`src/ms_ctrl_regs.vh`:
```
`ifndef MS_CTRL_REGS_VH
`define MS_CTRL_REGS_VH

// ****************************************
// Register byte offsets
// ****************************************
`define MS_OFS_CMD            5'h00
`define MS_OFS_RAST           5'h04
`define MS_OFS_STATUS         5'h08
`define MS_OFS_OFFSETS        5'h0C
`define MS_OFS_DECODE         5'h10

// ****************************************
// Command header fields
// ****************************************
`define MS_HDR_TYPE_HI        31
`define MS_HDR_TYPE_LO        29
`define MS_HDR_SUBT_HI        28
`define MS_HDR_SUBT_LO        27
`define MS_HDR_OPC_HI         26
`define MS_HDR_OPC_LO         24
`define MS_HDR_SUBOP_HI       23
`define MS_HDR_SUBOP_LO       16
`define MS_HDR_LEN_HI         7
`define MS_HDR_LEN_LO         0
`define MS_GRAPHICS_CMD_TYPE  3'h3
`define MS_GRAPHICS_3D_SUBT   2'h3
`define MS_NONPIPELINED_OPC   3'h1
`define MS_MULTISAMPLE_SUBOP  8'h0D
`define MS_LEN_THIS_VERSION   8'h01

// ****************************************
// Second dword fields
// ****************************************
`define MS_DW1_PIXLOC_BIT     4
`define MS_DW1_COUNT_HI       3
`define MS_DW1_COUNT_LO       1

// ****************************************
// Encodings
// ****************************************
`define MS_LOCATION_CENTER    1'h0
`define MS_LOCATION_UL        1'h1
`define MS_ONE_SAMPLE_CODE    3'h0
`define MS_FOUR_SAMPLES_CODE  3'h2
`define MS_RASTER_OFF_PIXEL   2'h0
`define MS_RASTER_OFF_PATTERN 2'h1
`define MS_RASTER_ON_PIXEL    2'h2
`define MS_RASTER_ON_PATTERN  2'h3
`define MS_COUNT_ONE          3'h1
`define MS_COUNT_FOUR         3'h4

// ****************************************
// Control register fields and reset values
// ****************************************
`define MS_RAST_MODE_HI       1
`define MS_RAST_MODE_LO       0
`define MS_RAST_DISPATCH_BIT  2
`define MS_RAST_RESET         2'h0
`define MS_DISPATCH_RESET     1'h1
`define MS_COUNT_CODE_RESET   3'h0
`define MS_PIXLOC_RESET       1'h0
`define MS_OFFSETS_RESET      32'h00000000
`define MS_POS_RESET          8'h00
`define MS_STATUS_CLR_BIT     5
`define MS_OFFSET_WIDTH       8
`define MS_SAMPLES            4

`endif

```
`src/sample_offset_store.v`:
```
`timescale 1ns/100ps
`include "ms_ctrl_regs.vh"

module sample_offset_store (
   // Clock and reset
   input  wire        i_clk_sys,
   input  wire        i_rst,
   // Load port
   input  wire        i_load,
   input  wire [31:0] i_offsets,
   // Registered read data
   output wire [31:0] o_offsets
);

   // ****************************************
   // One subpixel position per sample
   // ****************************************
   genvar g;
   generate
      for (g = 0; g < `MS_SAMPLES; g = g + 1) begin : g_entry
         reg [`MS_OFFSET_WIDTH-1:0] pos_r;
         always @(posedge i_clk_sys) begin
            if (i_rst) begin
               pos_r <= `MS_POS_RESET;
            end else if (i_load) begin
               pos_r <= i_offsets[g*`MS_OFFSET_WIDTH +: `MS_OFFSET_WIDTH];
            end
         end
         assign o_offsets[g*`MS_OFFSET_WIDTH +: `MS_OFFSET_WIDTH] = pos_r;
      end
   endgenerate

endmodule

```
`src/multisample_mode_control.v`:
```
`timescale 1ns/100ps
`include "ms_ctrl_regs.vh"

module multisample_mode_control (
   // Clock and reset
   input  wire        i_clk_sys,
   input  wire        i_rst,
   // Avalon-MM slave
   input  wire [4:0]  i_address,
   input  wire        i_read,
   input  wire        i_write,
   input  wire [3:0]  i_byteenable,
   input  wire [31:0] i_writedata,
   output reg  [31:0] o_readdata,
   output reg         o_waitrequest,
   // Decoded multisample behaviour
   output reg  [2:0]  o_raster_samples,
   output reg  [2:0]  o_line_samples,
   output reg         o_nonline_at_offsets,
   output reg         o_line_at_offsets,
   output reg         o_line_legacy,
   output reg         o_line_rectangle,
   output reg         o_ps_per_sample,
   output reg         o_ps_at_offsets,
   output reg  [2:0]  o_merge_samples,
   output reg         o_depth_at_offsets,
   output reg  [2:0]  o_depth_buffer_samples,
   output reg         o_pixel_location,
   output reg  [31:0] o_sample_offsets,
   output reg         o_config_invalid,
   output reg         o_cmd_error
);

   // ****************************************
   // Parser states
   // ****************************************
   localparam [2:0] ST_HEADER = 3'b001;
   localparam [2:0] ST_DW1    = 3'b010;
   localparam [2:0] ST_DW2    = 3'b100;

   reg  [2:0]  state_r;
   reg  [2:0]  state_nxt;
   reg  [7:0]  skip_r;
   reg  [7:0]  skip_nxt;
   reg         pixloc_sh_r;
   reg  [2:0]  count_sh_r;
   reg  [31:0] offsets_sh_r;
   reg         pixloc_r;
   reg  [2:0]  count_code_r;
   reg  [1:0]  raster_mode_r;
   reg         dispatch_sample_r;
   reg         cmd_error_r;
   reg         commit;
   reg         bad_header;
   wire [31:0] offsets_q;

   wire        req     = (i_read | i_write) & o_waitrequest;
   wire        accept  = (i_read | i_write) & ~o_waitrequest;
   wire        wr_acc  = accept & i_write;
   wire        cmd_wr  = wr_acc & (i_address == `MS_OFS_CMD) & (&i_byteenable);
   wire [31:0] dw      = i_writedata;

   // ****************************************
   // Bus handshake
   // ****************************************
   // One wait state per access: read data and decode are both registered,
   // which keeps every output a flop at the cost of a cycle per access.
   always @(posedge i_clk_sys) begin
      if (i_rst) begin
         o_waitrequest <= 1'b1;
      end else if (req) begin
         o_waitrequest <= 1'b0;
      end else begin
         o_waitrequest <= 1'b1;
      end
   end

   // ****************************************
   // Command parser
   // ****************************************
   always @* begin
      bad_header = (dw[`MS_HDR_TYPE_HI:`MS_HDR_TYPE_LO] != `MS_GRAPHICS_CMD_TYPE) |
                   (dw[`MS_HDR_SUBT_HI:`MS_HDR_SUBT_LO] != `MS_GRAPHICS_3D_SUBT) |
                   (dw[`MS_HDR_OPC_HI:`MS_HDR_OPC_LO] != `MS_NONPIPELINED_OPC) |
                   (dw[`MS_HDR_SUBOP_HI:`MS_HDR_SUBOP_LO] != `MS_MULTISAMPLE_SUBOP);
      state_nxt = state_r;
      skip_nxt  = skip_r;
      commit    = 1'b0;
      if (cmd_wr) begin
         case (state_r)
            ST_HEADER: begin
               if (skip_r != 8'h00) begin
                  skip_nxt = skip_r - 8'h01;
               end else if (bad_header) begin
                  state_nxt = ST_HEADER;
               end else if (dw[`MS_HDR_LEN_HI:`MS_HDR_LEN_LO] != `MS_LEN_THIS_VERSION) begin
                  // Unsupported length: drop the whole body, keep old state
                  skip_nxt = dw[`MS_HDR_LEN_HI:`MS_HDR_LEN_LO] + 8'h01;
               end else begin
                  state_nxt = ST_DW1;
               end
            end
            ST_DW1: begin
               state_nxt = ST_DW2;
            end
            ST_DW2: begin
               state_nxt = ST_HEADER;
               commit    = 1'b1;
            end
            default: begin
               state_nxt = ST_HEADER;
            end
         endcase
      end
   end

   always @(posedge i_clk_sys) begin
      if (i_rst) begin
         state_r     <= ST_HEADER;
         skip_r      <= 8'h00;
         cmd_error_r <= 1'b0;
         pixloc_sh_r <= `MS_PIXLOC_RESET;
         count_sh_r  <= `MS_COUNT_CODE_RESET;
         offsets_sh_r <= `MS_OFFSETS_RESET;
      end else begin
         state_r <= state_nxt;
         skip_r  <= skip_nxt;
         if (cmd_wr && (state_r == ST_HEADER) && (skip_r == 8'h00)) begin
            cmd_error_r <= bad_header |
                           (dw[`MS_HDR_LEN_HI:`MS_HDR_LEN_LO] != `MS_LEN_THIS_VERSION);
         end else if (wr_acc && (i_address == `MS_OFS_STATUS) &&
                      i_writedata[`MS_STATUS_CLR_BIT]) begin
            cmd_error_r <= 1'b0;
         end
         if (cmd_wr && (state_r == ST_DW1)) begin
            pixloc_sh_r <= dw[`MS_DW1_PIXLOC_BIT];
            count_sh_r  <= dw[`MS_DW1_COUNT_HI:`MS_DW1_COUNT_LO];
         end
         if (cmd_wr && (state_r == ST_DW2)) begin
            offsets_sh_r <= dw;
         end
      end
   end

   // ****************************************
   // Live state, committed as a whole
   // ****************************************
   // Non-pipelined state: nothing changes until the last dword arrives,
   // so the decode never sees half a command.
   always @(posedge i_clk_sys) begin
      if (i_rst) begin
         pixloc_r     <= `MS_PIXLOC_RESET;
         count_code_r <= `MS_COUNT_CODE_RESET;
      end else if (commit) begin
         pixloc_r     <= pixloc_sh_r;
         count_code_r <= count_sh_r;
      end
   end

   sample_offset_store u_offsets (
      .i_clk_sys (i_clk_sys),
      .i_rst     (i_rst),
      .i_load    (commit),
      .i_offsets (dw),
      .o_offsets (offsets_q)
   );

   // ****************************************
   // Rasterization and dispatch control
   // ****************************************
   always @(posedge i_clk_sys) begin
      if (i_rst) begin
         raster_mode_r     <= `MS_RAST_RESET;
         dispatch_sample_r <= `MS_DISPATCH_RESET;
      end else if (wr_acc && (i_address == `MS_OFS_RAST) && i_byteenable[0]) begin
         raster_mode_r     <= i_writedata[`MS_RAST_MODE_HI:`MS_RAST_MODE_LO];
         dispatch_sample_r <= i_writedata[`MS_RAST_DISPATCH_BIT];
      end
   end

   // ****************************************
   // Mode decode
   // ****************************************
   reg       d_four;
   reg       d_line_ms;
   reg       d_pattern;
   reg [2:0] d_count;
   reg       d_invalid;

   always @* begin
      d_four    = (count_code_r == `MS_FOUR_SAMPLES_CODE);
      d_count   = d_four ? `MS_COUNT_FOUR : `MS_COUNT_ONE;
      d_pattern = (raster_mode_r == `MS_RASTER_OFF_PATTERN) |
                  (raster_mode_r == `MS_RASTER_ON_PATTERN);
      d_line_ms = (raster_mode_r == `MS_RASTER_ON_PIXEL) |
                  (raster_mode_r == `MS_RASTER_ON_PATTERN);
      d_invalid = ((count_code_r != `MS_FOUR_SAMPLES_CODE) &&
                   (count_code_r != `MS_ONE_SAMPLE_CODE)) |
                  (~d_four & d_pattern) |
                  (~d_four & ~dispatch_sample_r);
   end

   always @(posedge i_clk_sys) begin
      if (i_rst) begin
         o_raster_samples       <= `MS_COUNT_ONE;
         o_line_samples         <= `MS_COUNT_ONE;
         o_nonline_at_offsets   <= 1'b0;
         o_line_at_offsets      <= 1'b0;
         o_line_legacy          <= 1'b1;
         o_line_rectangle       <= 1'b0;
         o_ps_per_sample        <= 1'b0;
         o_ps_at_offsets        <= 1'b0;
         o_merge_samples        <= `MS_COUNT_ONE;
         o_depth_at_offsets     <= 1'b0;
         o_depth_buffer_samples <= `MS_COUNT_ONE;
         o_pixel_location       <= `MS_PIXLOC_RESET;
         o_sample_offsets       <= `MS_OFFSETS_RESET;
         o_config_invalid       <= 1'b0;
         o_cmd_error            <= 1'b0;
      end else begin
         // Pixel modes rasterize once at the location; pattern uses offsets
         o_raster_samples     <= d_pattern ? `MS_COUNT_FOUR : `MS_COUNT_ONE;
         o_nonline_at_offsets <= d_pattern;
         // Only on-pattern multisamples lines; off-pattern lines stay per pixel
         o_line_samples       <= (raster_mode_r == `MS_RASTER_ON_PATTERN) ?
                                 `MS_COUNT_FOUR : `MS_COUNT_ONE;
         o_line_at_offsets    <= (raster_mode_r == `MS_RASTER_ON_PATTERN);
         o_line_legacy        <= ~d_line_ms;
         o_line_rectangle     <= d_line_ms;
         // Per-pixel dispatch shades once at the location
         o_ps_per_sample      <= dispatch_sample_r & d_four;
         o_ps_at_offsets      <= dispatch_sample_r & d_four & d_pattern;
         o_merge_samples      <= d_count;
         o_depth_at_offsets   <= d_pattern;
         o_depth_buffer_samples <= d_count;
         o_pixel_location     <= pixloc_r;
         // Offsets only take effect in pattern modes
         o_sample_offsets     <= d_pattern ? offsets_q : `MS_OFFSETS_RESET;
         o_config_invalid     <= d_invalid;
         o_cmd_error          <= cmd_error_r;
      end
   end

   // ****************************************
   // Read data
   // ****************************************
   always @(posedge i_clk_sys) begin
      if (i_rst) begin
         o_readdata <= 32'h00000000;
      end else if (req && i_read) begin
         case (i_address)
            `MS_OFS_RAST: begin
               o_readdata <= {29'h00000000, dispatch_sample_r, raster_mode_r};
            end
            `MS_OFS_STATUS: begin
               o_readdata <= {26'h0000000, cmd_error_r, d_invalid, count_code_r, pixloc_r};
            end
            `MS_OFS_OFFSETS: begin
               o_readdata <= offsets_q;
            end
            `MS_OFS_DECODE: begin
               o_readdata <= {19'h00000, o_depth_buffer_samples, o_merge_samples,
                              o_depth_at_offsets, o_ps_at_offsets, o_ps_per_sample,
                              o_line_rectangle, o_line_legacy, o_line_at_offsets,
                              o_nonline_at_offsets};
            end
            default: begin
               o_readdata <= 32'h00000000;
            end
         endcase
      end
   end

endmodule

```
`config.mk`:
```
export PLATFORM = sky130hd
export DESIGN_NAME = multisample_mode_control
export DESIGN_NICKNAME = d
export VERILOG_FILES = /design/src/sample_offset_store.v /design/src/multisample_mode_control.v
export VERILOG_INCLUDE_DIRS = /design/src
export SDC_FILE = /design/constraint.sdc
export NUM_CORES = 1
export LEC_CHECK = 0
export BUFFER_PORTS_ARGS = -buffer_cell sky130_fd_sc_hd__buf_2
export CORE_MARGIN = 5
export CORE_UTILIZATION = 35
export DETAILED_ROUTE_END_ITERATION = 8
export GPL_ROUTABILITY_DRIVEN = 0
export SYNTH_ARGS = -nofsm -noshare
export SYNTH_HDL_FRONTEND = slang
export SYNTH_HIERARCHICAL = 1
export SYNTH_SLANG_ARGS = --single-unit
```
`constraint.sdc`:
```
create_clock -name i_clk_sys -period 2.8 [get_ports i_clk_sys]
set_input_delay 0.42 -clock i_clk_sys [delete_from_list [all_inputs] [get_ports i_clk_sys]]
set_output_delay 0.42 -clock i_clk_sys [all_outputs]
set_load 0.02 [all_outputs]
```
==> results.txt, run 1 <==
- Status: finished, final reports clean
* Number of global-route vias before repair: around 4200
- Largest vdd supply drop: approximately 400 uV
- Clock tree synthesis inserted a total of 17 buffers.
* FFs w/ async S/R, synth: 0
* Max_slew headroom: 0.412
- Worst reg2reg path startpoint: skip_r[0]$_SDFFE_PP0P_
- Terminating pin of the worst hold path: u_offsets/g_entry[1].pos_r[1]$_SDFFE_PP0P_
* Count of synthesis-stage warnings from yosys: 6
- The tightest min-delay check is of the in -> reg type.
- Detailed-route vias per instance: 5.02
- Number of placed I/O pins: around 130
* Count of vias placed by the detailed router: roughly 4300
- For the final routed database, the setup TNS stands at 0 ns.
- Number of DRC violations after detailed-routing iteration 0: 260
- The worst setup path is captured at a flop.
* Chip width: between 100 and 150 um
* Sum of net half-perimeters after detailed placement: 10200 um
* Share of post-route cells with drive strength above 1: 0.273
* Maximum frequency from static timing analysis: about 0.43 GHz
* Post-synthesis share of cell area spent on full adders, half adders and majority gates: 0.00954
- In this run the worst setup path begins at skip_r[0]$_SDFFE_PP0P_.
- Clock latency on the worst-skew pair, taken at its later pin, is between 0.4 and 0.5 ns.
- Clock sink count: roughly 130
* Final routed wire length divided by cell count: about 17 um
- Number of search-and-repair iterations in the first detailed-routing pass: 6
- Hold-fix buffers, CTS: 0
- The routed design has roughly 14000 um of wire.
- Area enclosed by the die boundary: ~18000 um^2
- The post-synthesis compound-gate area fraction is 0.119.
- Final core utilization: 0.445
* Startpoint of the worst hold path: i_writedata[9]
- Row generation in the floorplan step produced 44 rows.
* Grt ovf: 0
* Die height: around 130 um
* Post-synthesis sequential element count: between 100 and 150
- Synth-to-Final Area Change: 24.1%
- The number of cells on the worst reg-to-reg path is 7.
* Destination of the worst register-to-register timing path: state_r[0]$_SDFFE_PP1P_
- The worst setup path is launched from a flop.
- Of the total synthesized cell area, the portion taken by AND, OR, NAND and NOR gates is 0.213.
- Unrepaired setup endpoints after global routing: no
- Post-Synthesis Cell Area: 5250 um^2
* Critical Path RT: 3.10 ns
* CP Data Arrival Time: ~2.6 ns
- The initial antenna violation count was 0.
- Max Clock Skew: roughly 0.015 ns
- Core box area: 14600 um^2
* H-tree levels: 4
* Dominant cell type by area after synthesis: sky130_fd_sc_hd__dfxtp_1
- Clock slew at the register clock pins of the worst setup and hold paths: about 0.050 ns
- In this run, synthesis inferred 0 flip-flops with an integrated enable.
- Root cell of the clock tree: sky130_fd_sc_hd__clkbuf_16
* Post-route DRC violation count: 0
- Largest buffer count on any clock path: 2
* Final clock period utilization by the worst path: 0.833
- TritonCTS built the clock tree.
- The worst hold path was traced through 3 stages.
- Across the run, the number of max-cap violations was 0.
* Avg Cell Area, Syn: ~9.8 um^2
- Worst Max-Slew Pin Slew: between 0.8 and 0.9 ns
* Nets@finish: roughly 710
- Type of the worst setup path: reg -> reg
- Overall global routing resource usage: 0.160
- Entering global routing, the biggest net connects 57 pins.
- Post-CTS repair changed the size of 0 cells.
- Initial cell density of the core: 0.358
- Instance count of the mapped netlist: about 540
- Setup repair bufs after CTS: 0
- N_diodes: 0
* Post-route antenna net violation count: 0
* Pleak: ~2.7 nW
- Count of final max-slew check failures: 0
- Maximum fanout encountered on the critical timing path: 19
- Count of buffers inserted at the top-level ports: 127
- Proportion of synthesized chip area in sequential cells: 0.507
- Count of different cell masters after synthesis: 63
- Share of the synthesized area in the top cell type: 0.507
* Final critical path time including I/O delays and setup: 2.33 ns
- Primary flip-flop cell chosen by synthesis mapping: sky130_fd_sc_hd__dfxtp_1
- Of the total synthesized cell area, the portion taken by XOR and XNOR cells is 0.0100.
- Cell Area, Placed: approximately 6000 um^2
- PwrDens: ~620 nW/um^2
- Setup violations remaining at the end of the flow were counted as 0.
- Smallest hold slack: 0.245 ns
- Post-layout instance area: 6510 um^2
- Register-to-register path setup slack: 0.47 ns
* First-pass GRT wire length: 22300 um
- The portion of synthesized area spent on multiplexers is 0.0842.
* Largest family of logic cells by synthesized area: simple AND/OR/NAND/NOR gates
- Leading post-synthesis cells by cell area: sky130_fd_sc_hd__dfxtp_1, sky130_fd_sc_hd__mux2i_1, sky130_fd_sc_hd__nor2_1
- Hold Fails Final Rpt: 0
through the flow:
step	setup slack [ns]	instances	total power, mW
2_1_floorplan	0.662	541	2.01
3_5_place_dp	0.362	824	2.09
4_1_cts	0.521	854	4.06
3_3_place_gp	0.355	824	2.09
6_report	0.468	854	4.02
5_1_grt	0.366	854	4.15
power by group:
part | total, mW | switching [mW] | leakage [nW] | internal, mW
logic | 0.153 | 0.105 | 1.37 | 0.0484
clock network | 1.97 | 0.757 | 0.256 | 1.21
registers | 1.90 | 0.00224 | 1.07 | 1.90
total | 4.02 | 0.864 | 2.70 | 3.15
how the worst max path moves through the flow:
stage                                                            end  slack, ns  cells past startpoint
after CTS                                    state_r[0]$_SDFFE_PP1P_       0.52                      7
after global placement                    count_sh_r[1]$_SDFFE_PP0P_       0.36                      7
after global routing                         state_r[1]$_SDFFE_PP0P_       0.37                      7
final                                        state_r[0]$_SDFFE_PP1P_       0.47                      7
after detailed placement                  count_sh_r[2]$_SDFFE_PP0P_       0.36                      7
after floorplan           u_offsets/g_entry[0].pos_r[0]$_SDFFE_PP0P_       0.66                      9
registers in the layout, summed over array words and instances, names as in the netlist, 2 cells and up:
signal / flops
o_readdata: 32
o_sample_offsets: 32
u_offsets/g_entry.pos_r: 32
skip_r: 8
count_code_r: 3
count_sh_r: 3
state_r: 3
o_depth_buffer_samples: 2
o_raster_samples: 2
raster_mode_r: 2
critical path, stage by stage, from the launching register on:
cell and delay, ns:
sky130_fd_sc_hd__dfxtp_1 0.34, sky130_fd_sc_hd__inv_1 0.10, sky130_fd_sc_hd__ha_1 0.18, sky130_fd_sc_hd__nor3b_1 0.33
sky130_fd_sc_hd__nand2_1 0.38, sky130_fd_sc_hd__a2bb2oi_4 0.55, sky130_fd_sc_hd__and3_1 0.25, sky130_fd_sc_hd__o21ai_1 0.06
metal layers:
layer | GRT usage | vias up | wire length, um
met5 | 0 | - | 0
met4 | 0.0600 | 0 | 214
met3 | 0.0459 | 18 | 866
met2 | 0.268 | 112 | 6940
met1 | 0.195 | 2064 | 6270
li1 | - | 2089 | -
layout by cell type (no fill, tap or decap), drive strengths merged, types with 5 or more instances in the layout:
| master | synthesis | routed |
|---|---|---|
| buf | 24 | 141 |
| dfxtp | 133 | 133 |
| nor2 | 63 | 63 |
| mux2i | 43 | 43 |
| and2 | 38 | 38 |
| nand2 | 34 | 34 |
| a21oi | 34 | 34 |
| nand3 | 32 | 32 |
| clkbuf | 18 | 26 |
| o21ai | 10 | 10 |
| a22oi | 9 | 9 |
| inv | 8 | 8 |
| nand2b | 7 | 7 |
| a22o | 6 | 6 |
| nor2b | 6 | 6 |
| or3 | 5 | 5 |
| and3 | 5 | 5 |
| nor4 | 5 | 5 |
area by class of cell:
cell class	instances	area [um^2]
Fill cell	1454	8130
Sequential cell	133	2660
Multi-Input combinational cell	358	2310
Timing Repair Buffer	141	753
Clock buffer	26	499
Tap cell	184	230
Inverter	8	30.0
Clock inverter	4	22.5
cells in the mapped netlist, types with 4 or more instances:
cell type,n
sky130_fd_sc_hd__dfxtp_1,133
sky130_fd_sc_hd__nor2_1,63
sky130_fd_sc_hd__mux2i_1,43
sky130_fd_sc_hd__and2_1,37
sky130_fd_sc_hd__nand2_1,34
sky130_fd_sc_hd__a21oi_1,33
sky130_fd_sc_hd__nand3_1,31
sky130_fd_sc_hd__clkbuf_1,18
sky130_fd_sc_hd__a22oi_1,9
sky130_fd_sc_hd__buf_4,9
sky130_fd_sc_hd__buf_2,8
sky130_fd_sc_hd__inv_1,8
sky130_fd_sc_hd__nand2b_1,7
sky130_fd_sc_hd__a22o_1,6
sky130_fd_sc_hd__nor2b_1,6
sky130_fd_sc_hd__o21ai_1,6
sky130_fd_sc_hd__or3_1,5
sky130_fd_sc_hd__a2111o_1,4
sky130_fd_sc_hd__and3_1,4
sky130_fd_sc_hd__ha_1,4
sky130_fd_sc_hd__o21ai_0,4
cells by family (layout without fill, tap and decap cells):
kind of cell / count (synthesis) / after routing
buffers and inverters: 50 / 179
adder cells (fa/ha/maj): 4 / 4
XOR/XNOR: 6 / 6
AND/OR/NAND/NOR: 212 / 212
AO/OA/AOI/OAI: 88 / 88
other: 1 / 4
flip-flops: 133 / 133
multiplexers: 44 / 44
Power figures use the tool's default switching activity.
==> inputs of run 2 (changes only) <==
Settings changed: ABC_AREA set to 1.
Clock period 2.8 ns to 1.9 ns, I/O delays scaled along.
==> run 2 against run 1 <==
Compared with the run above:
- clock power is 56% higher
- die area is 9.3% higher
- worst setup slack worse by 0.19 ns
- synthesized cell count is 52% higher
- first-iteration DRC count is 3.1% higher
- non-clock buffer count is 2 lower
==> results.txt, run 2 <==
- In the final layout, the registers with the most flip-flops are o_readdata x32, o_sample_offsets x32, u_offsets/g_entry.pos_r x32.
- Initial cell density of the core: 0.352 (-0.00617)
- Count of synthesis-stage warnings from yosys: 6 (unchanged)
- Xor-xnor portion of the synthesized cell area: 0.00455 (-0.00547)
* Slowest Stage Delay on Critical Path: 0.34 ns (-0.21 ns)
- Post-Synthesis Cell Area: 5780 um^2 (+10%)
- Post-synthesis simple-gate area fraction: 0.316 (+0.103)
- sky130_fd_sc_hd__nand2_1 is the most common cell in the netlist.
- The setup slack of the critical path after layout came to 0.276 ns (-0.191 ns).
* Unrepaired setup endpoints after global routing: no
- The area growth from synthesis to layout is 23.1%.
* Detailed-route vias per instance: 4.28 (-15%)
- Hold Path Class: in -> reg
- The later-pin clock latency in the skew report is 0.41 ns (about the same).
- The power per cell area came to 867 nW/um^2 (+41%).
- TritonCTS clock tree: built
* H-tree levels: 4 (unchanged)
- Share of post-route cells with drive strength above 1: 0.217 (-0.0565)
- The number of core rows was 47 (+6.8%).
- Pin count of the biggest net entering global routing: 51 (-11%)
* Post-synthesis share of cell area spent on full adders, half adders and majority gates: 0.00866 (-0.000876)
- The slack of the worst reg-to-reg path is 0.28 ns (-0.19 ns).
- Leaving out fill and tap cells, the most frequent cell in the layout is sky130_fd_sc_hd__nand2_1.
- The post-cts repair resize count is 0 (unchanged).
- Top cells by instance count after synthesis: sky130_fd_sc_hd__nand2_1, sky130_fd_sc_hd__dfxtp_1, sky130_fd_sc_hd__nor2_1
* Avg Cell Area, Syn: 7.07 um^2 (-27%)
* Destination of the worst register-to-register timing path: u_offsets/g_entry[2].pos_r[4]$_SDFFE_PP0P_
- Hold Fails Final Rpt: 0 (unchanged)
- Post-route antenna net violation count: 0 (unchanged)
* Count of final max-slew check failures: 0 (unchanged)
- The largest individual stage delay along the critical path comes from the cell sky130_fd_sc_hd__dfxtp_1.
- Area enclosed by the die boundary: 19200 um^2 (+9.3%)
- First-pass GRT wire length: 23800 um (+6.8%)
- Post-synthesis sequential element count: 133 (unchanged)
- The critical path ends at u_offsets/g_entry[2].pos_r[4]$_SDFFE_PP0P_.
- Final core utilization: 0.434 (-0.0112)
* Sum of net half-perimeters after detailed placement: 10900 um (+6.6%)
- The register area share after synthesis was 0.461 (-0.0466).
* Pleak: 3.23 nW (+20%)
* CP Data Arrival Time: 1.93 ns (-0.70 ns)
- Number of placed I/O pins: 132 (unchanged)
- Leading cell types in the layout, fill and taps excluded: sky130_fd_sc_hd__nand2_1, sky130_fd_sc_hd__nor2_1, sky130_fd_sc_hd__dfxtp_1
- Fraction of the mapped netlist area in compound gates: 0.0838 (-0.0352)
- STA classifies the critical path endpoint as a flop.
- Primary flip-flop cell chosen by synthesis mapping: sky130_fd_sc_hd__dfxtp_1
* Overall global routing resource usage: 0.151 (-0.00851)
- The worst-case setup slack after placement was 0.155 ns (-0.207 ns).
- Worst reg2reg path startpoint: o_waitrequest$_SDFF_PP1_
- The count of buffers added by post-CTS timing repair for setup came to 0 (unchanged).
* Largest buffer count on any clock path: 2 (unchanged)
- Post-route DRC violation count: 0 (unchanged)
* Number of search-and-repair iterations in the first detailed-routing pass: 5 (-1)
- The root buffer cell chosen for the clock tree is sky130_fd_sc_hd__clkbuf_16.
- Count of buffers inserted at the top-level ports: 127 (unchanged)
* Number of global-route vias before repair: 4860 (+15%)
* Core box area: 16400 um^2 (+12%)
- After synthesis, the largest family of logic cells by area is simple AND/OR/NAND/NOR gates.
- The setup path with the least slack is of type reg -> reg.
* Number of antenna violations at the first check in global routing: 1 (+1)
* Critical Path RT: 2.21 ns (-0.89 ns)
* Number of enable flip-flop cells after synthesis: 0 (unchanged)
- The multiplexer share of the synthesized area came to 0 (-0.0842).
- Traced cell by cell, the critical path runs through nor2_4, nand3_1, nor2_4, nand2_2, inv_2, buf_12, nand2_1, nand2_1, nor2_1.
- Dominant cell type by area after synthesis: sky130_fd_sc_hd__dfxtp_1
* Setup-violating endpoint count in the final report: 0 (unchanged)
* Grt ovf: 0 (unchanged)
* Number of buffers inserted during clock tree synthesis: 17 (unchanged)
* Maximum frequency from static timing analysis: 0.616 GHz (+44%)
- Maximum fanout encountered on the critical timing path: 50 (+31)
- Share of the synthesized area in the top cell type: 0.461 (-0.0466)
- Clock sink count: 133 (unchanged)
- The sum of negative setup slack came to 0 ns (unchanged).
- The wire length per cell after detailed routing was 12.3 um (-26%).
- The final-stage net count is 989 (+40%).
* Count of different cell masters after synthesis: 39 (-38%)
- The horizontal die dimension is 138 um (+4.6%).
- Instance count of the mapped netlist: 817 (+52%)
- The y dimension of the die came to 138 um (+4.6%).
* Count of vias placed by the detailed router: 5019 (+17%)
- Status: finished, final reports clean
- The largest voltage drop on the vdd net is 656 uV (+64%).
* Worst Reg2Reg Path Length in Cells: 9 (+2)
- The area of placed instances was 6560 um^2 (+9.4%).
- Total of max-cap violations: 0 (unchanged)
* Hold-fix buffers, CTS: 0 (unchanged)
* Number of DRC violations after detailed-routing iteration 0: 268 (+3.1%)
* Worst Setup SP: o_waitrequest$_SDFF_PP1_
- Max Clock Skew: 0.00626 ns (-0.00858 ns)
* Final wirelength: 14400 um (+0.94%)
- The share of flip-flops with an asynchronous set or reset after synthesis is 0 (unchanged).
* Post-layout instance area: 7110 um^2 (+9.2%)
* Final critical path time including I/O delays and setup: 1.62 ns (-0.709 ns)
- Yosys attributes the largest share of cell area to sky130_fd_sc_hd__dfxtp_1, sky130_fd_sc_hd__nand2_1, sky130_fd_sc_hd__nor2_1.
* Clock slew at the register clock pins of the worst setup and hold paths: 0.05 ns (about the same)
* Final clock period utilization by the worst path: 0.855 (+0.0216)
* Critical Path Source Type: flop
## run 2: report_power, final
| group | switching [mW] | internal, mW | total, mW | leakage, nW |
|---|---|---|---|---|
| combinational | 0.195 | 0.0951 | 0.290 | 1.88 |
| sequential | 0.00248 | 2.79 | 2.80 | 1.07 |
| clock | 1.15 | 1.93 | 3.08 | 0.278 |
| total | 1.35 | 4.82 | 6.17 | 3.23 |
## run 2: layer usage
layer,vias up,track usage,wire (um)
met1,2178,0.188,6750
met4,2,0.0515,208
li1,2713,-,-
met3,19,0.0504,810
met2,107,0.248,6640
met5,-,0,11
## run 2: worst min-delay path by stage
stage,from,depth (start not counted),end
final,i_rst,2,o_raster_samples[2]$_SDFF_PP0_
after global routing,i_rst,2,o_raster_samples[2]$_SDFF_PP0_
after CTS,i_rst,2,o_raster_samples[2]$_SDFF_PP0_
after detailed placement,pixloc_sh_r$_SDFFE_PP0P_,2,pixloc_sh_r$_SDFFE_PP0P_
after global placement,count_sh_r[1]$_SDFFE_PP0P_,2,count_sh_r[1]$_SDFFE_PP0P_
after floorplan,i_rst,1,o_raster_samples[2]$_SDFF_PP0_
## run 2: kinds of logic (layout without fill, tap and decap cells)
kind of cell               after synthesis  count (layout)
AOI/OAI and AO/OA                       88              88
xor gates and xnor gates                 3               3
adders and majority gates                4               4
buffers and inverters                  165             296
DFF                                    133             133
other                                    1               5
and+or+nand+nor                        423             423
## run 2: metrics by stage
stage	power (mW)	cells	hold WS, ns
final	6.17	1172	0.124
after global routing	6.42	1171	0.108
after floorplan	3.03	820	0.372
after CTS	6.25	1171	0.104
after global placement	3.14	1141	0.433
after detailed placement	3.15	1141	0.435
## run 2: layout make-up
| cell class | count | area [um^2] |
|---|---|---|
| Clock inverter | 11 | 111 |
| Multi-Input combinational cell | 522 | 2400 |
| Sequential cell | 133 | 2660 |
| Inverter | 127 | 478 |
| Clock buffer | 19 | 443 |
| Tap cell | 220 | 275 |
| Timing Repair Buffer | 139 | 738 |
| Antenna cell | 1 | 2.50 |
| Fill cell | 1750 | 9290 |
## run 2: worst max-delay path, delay by kind of cell, from the launching register on
kind                   cells  cell delay (ns)
flip-flops                 1             0.34
AND/OR/NAND/NOR            7             0.83
buffers and inverters      2             0.32
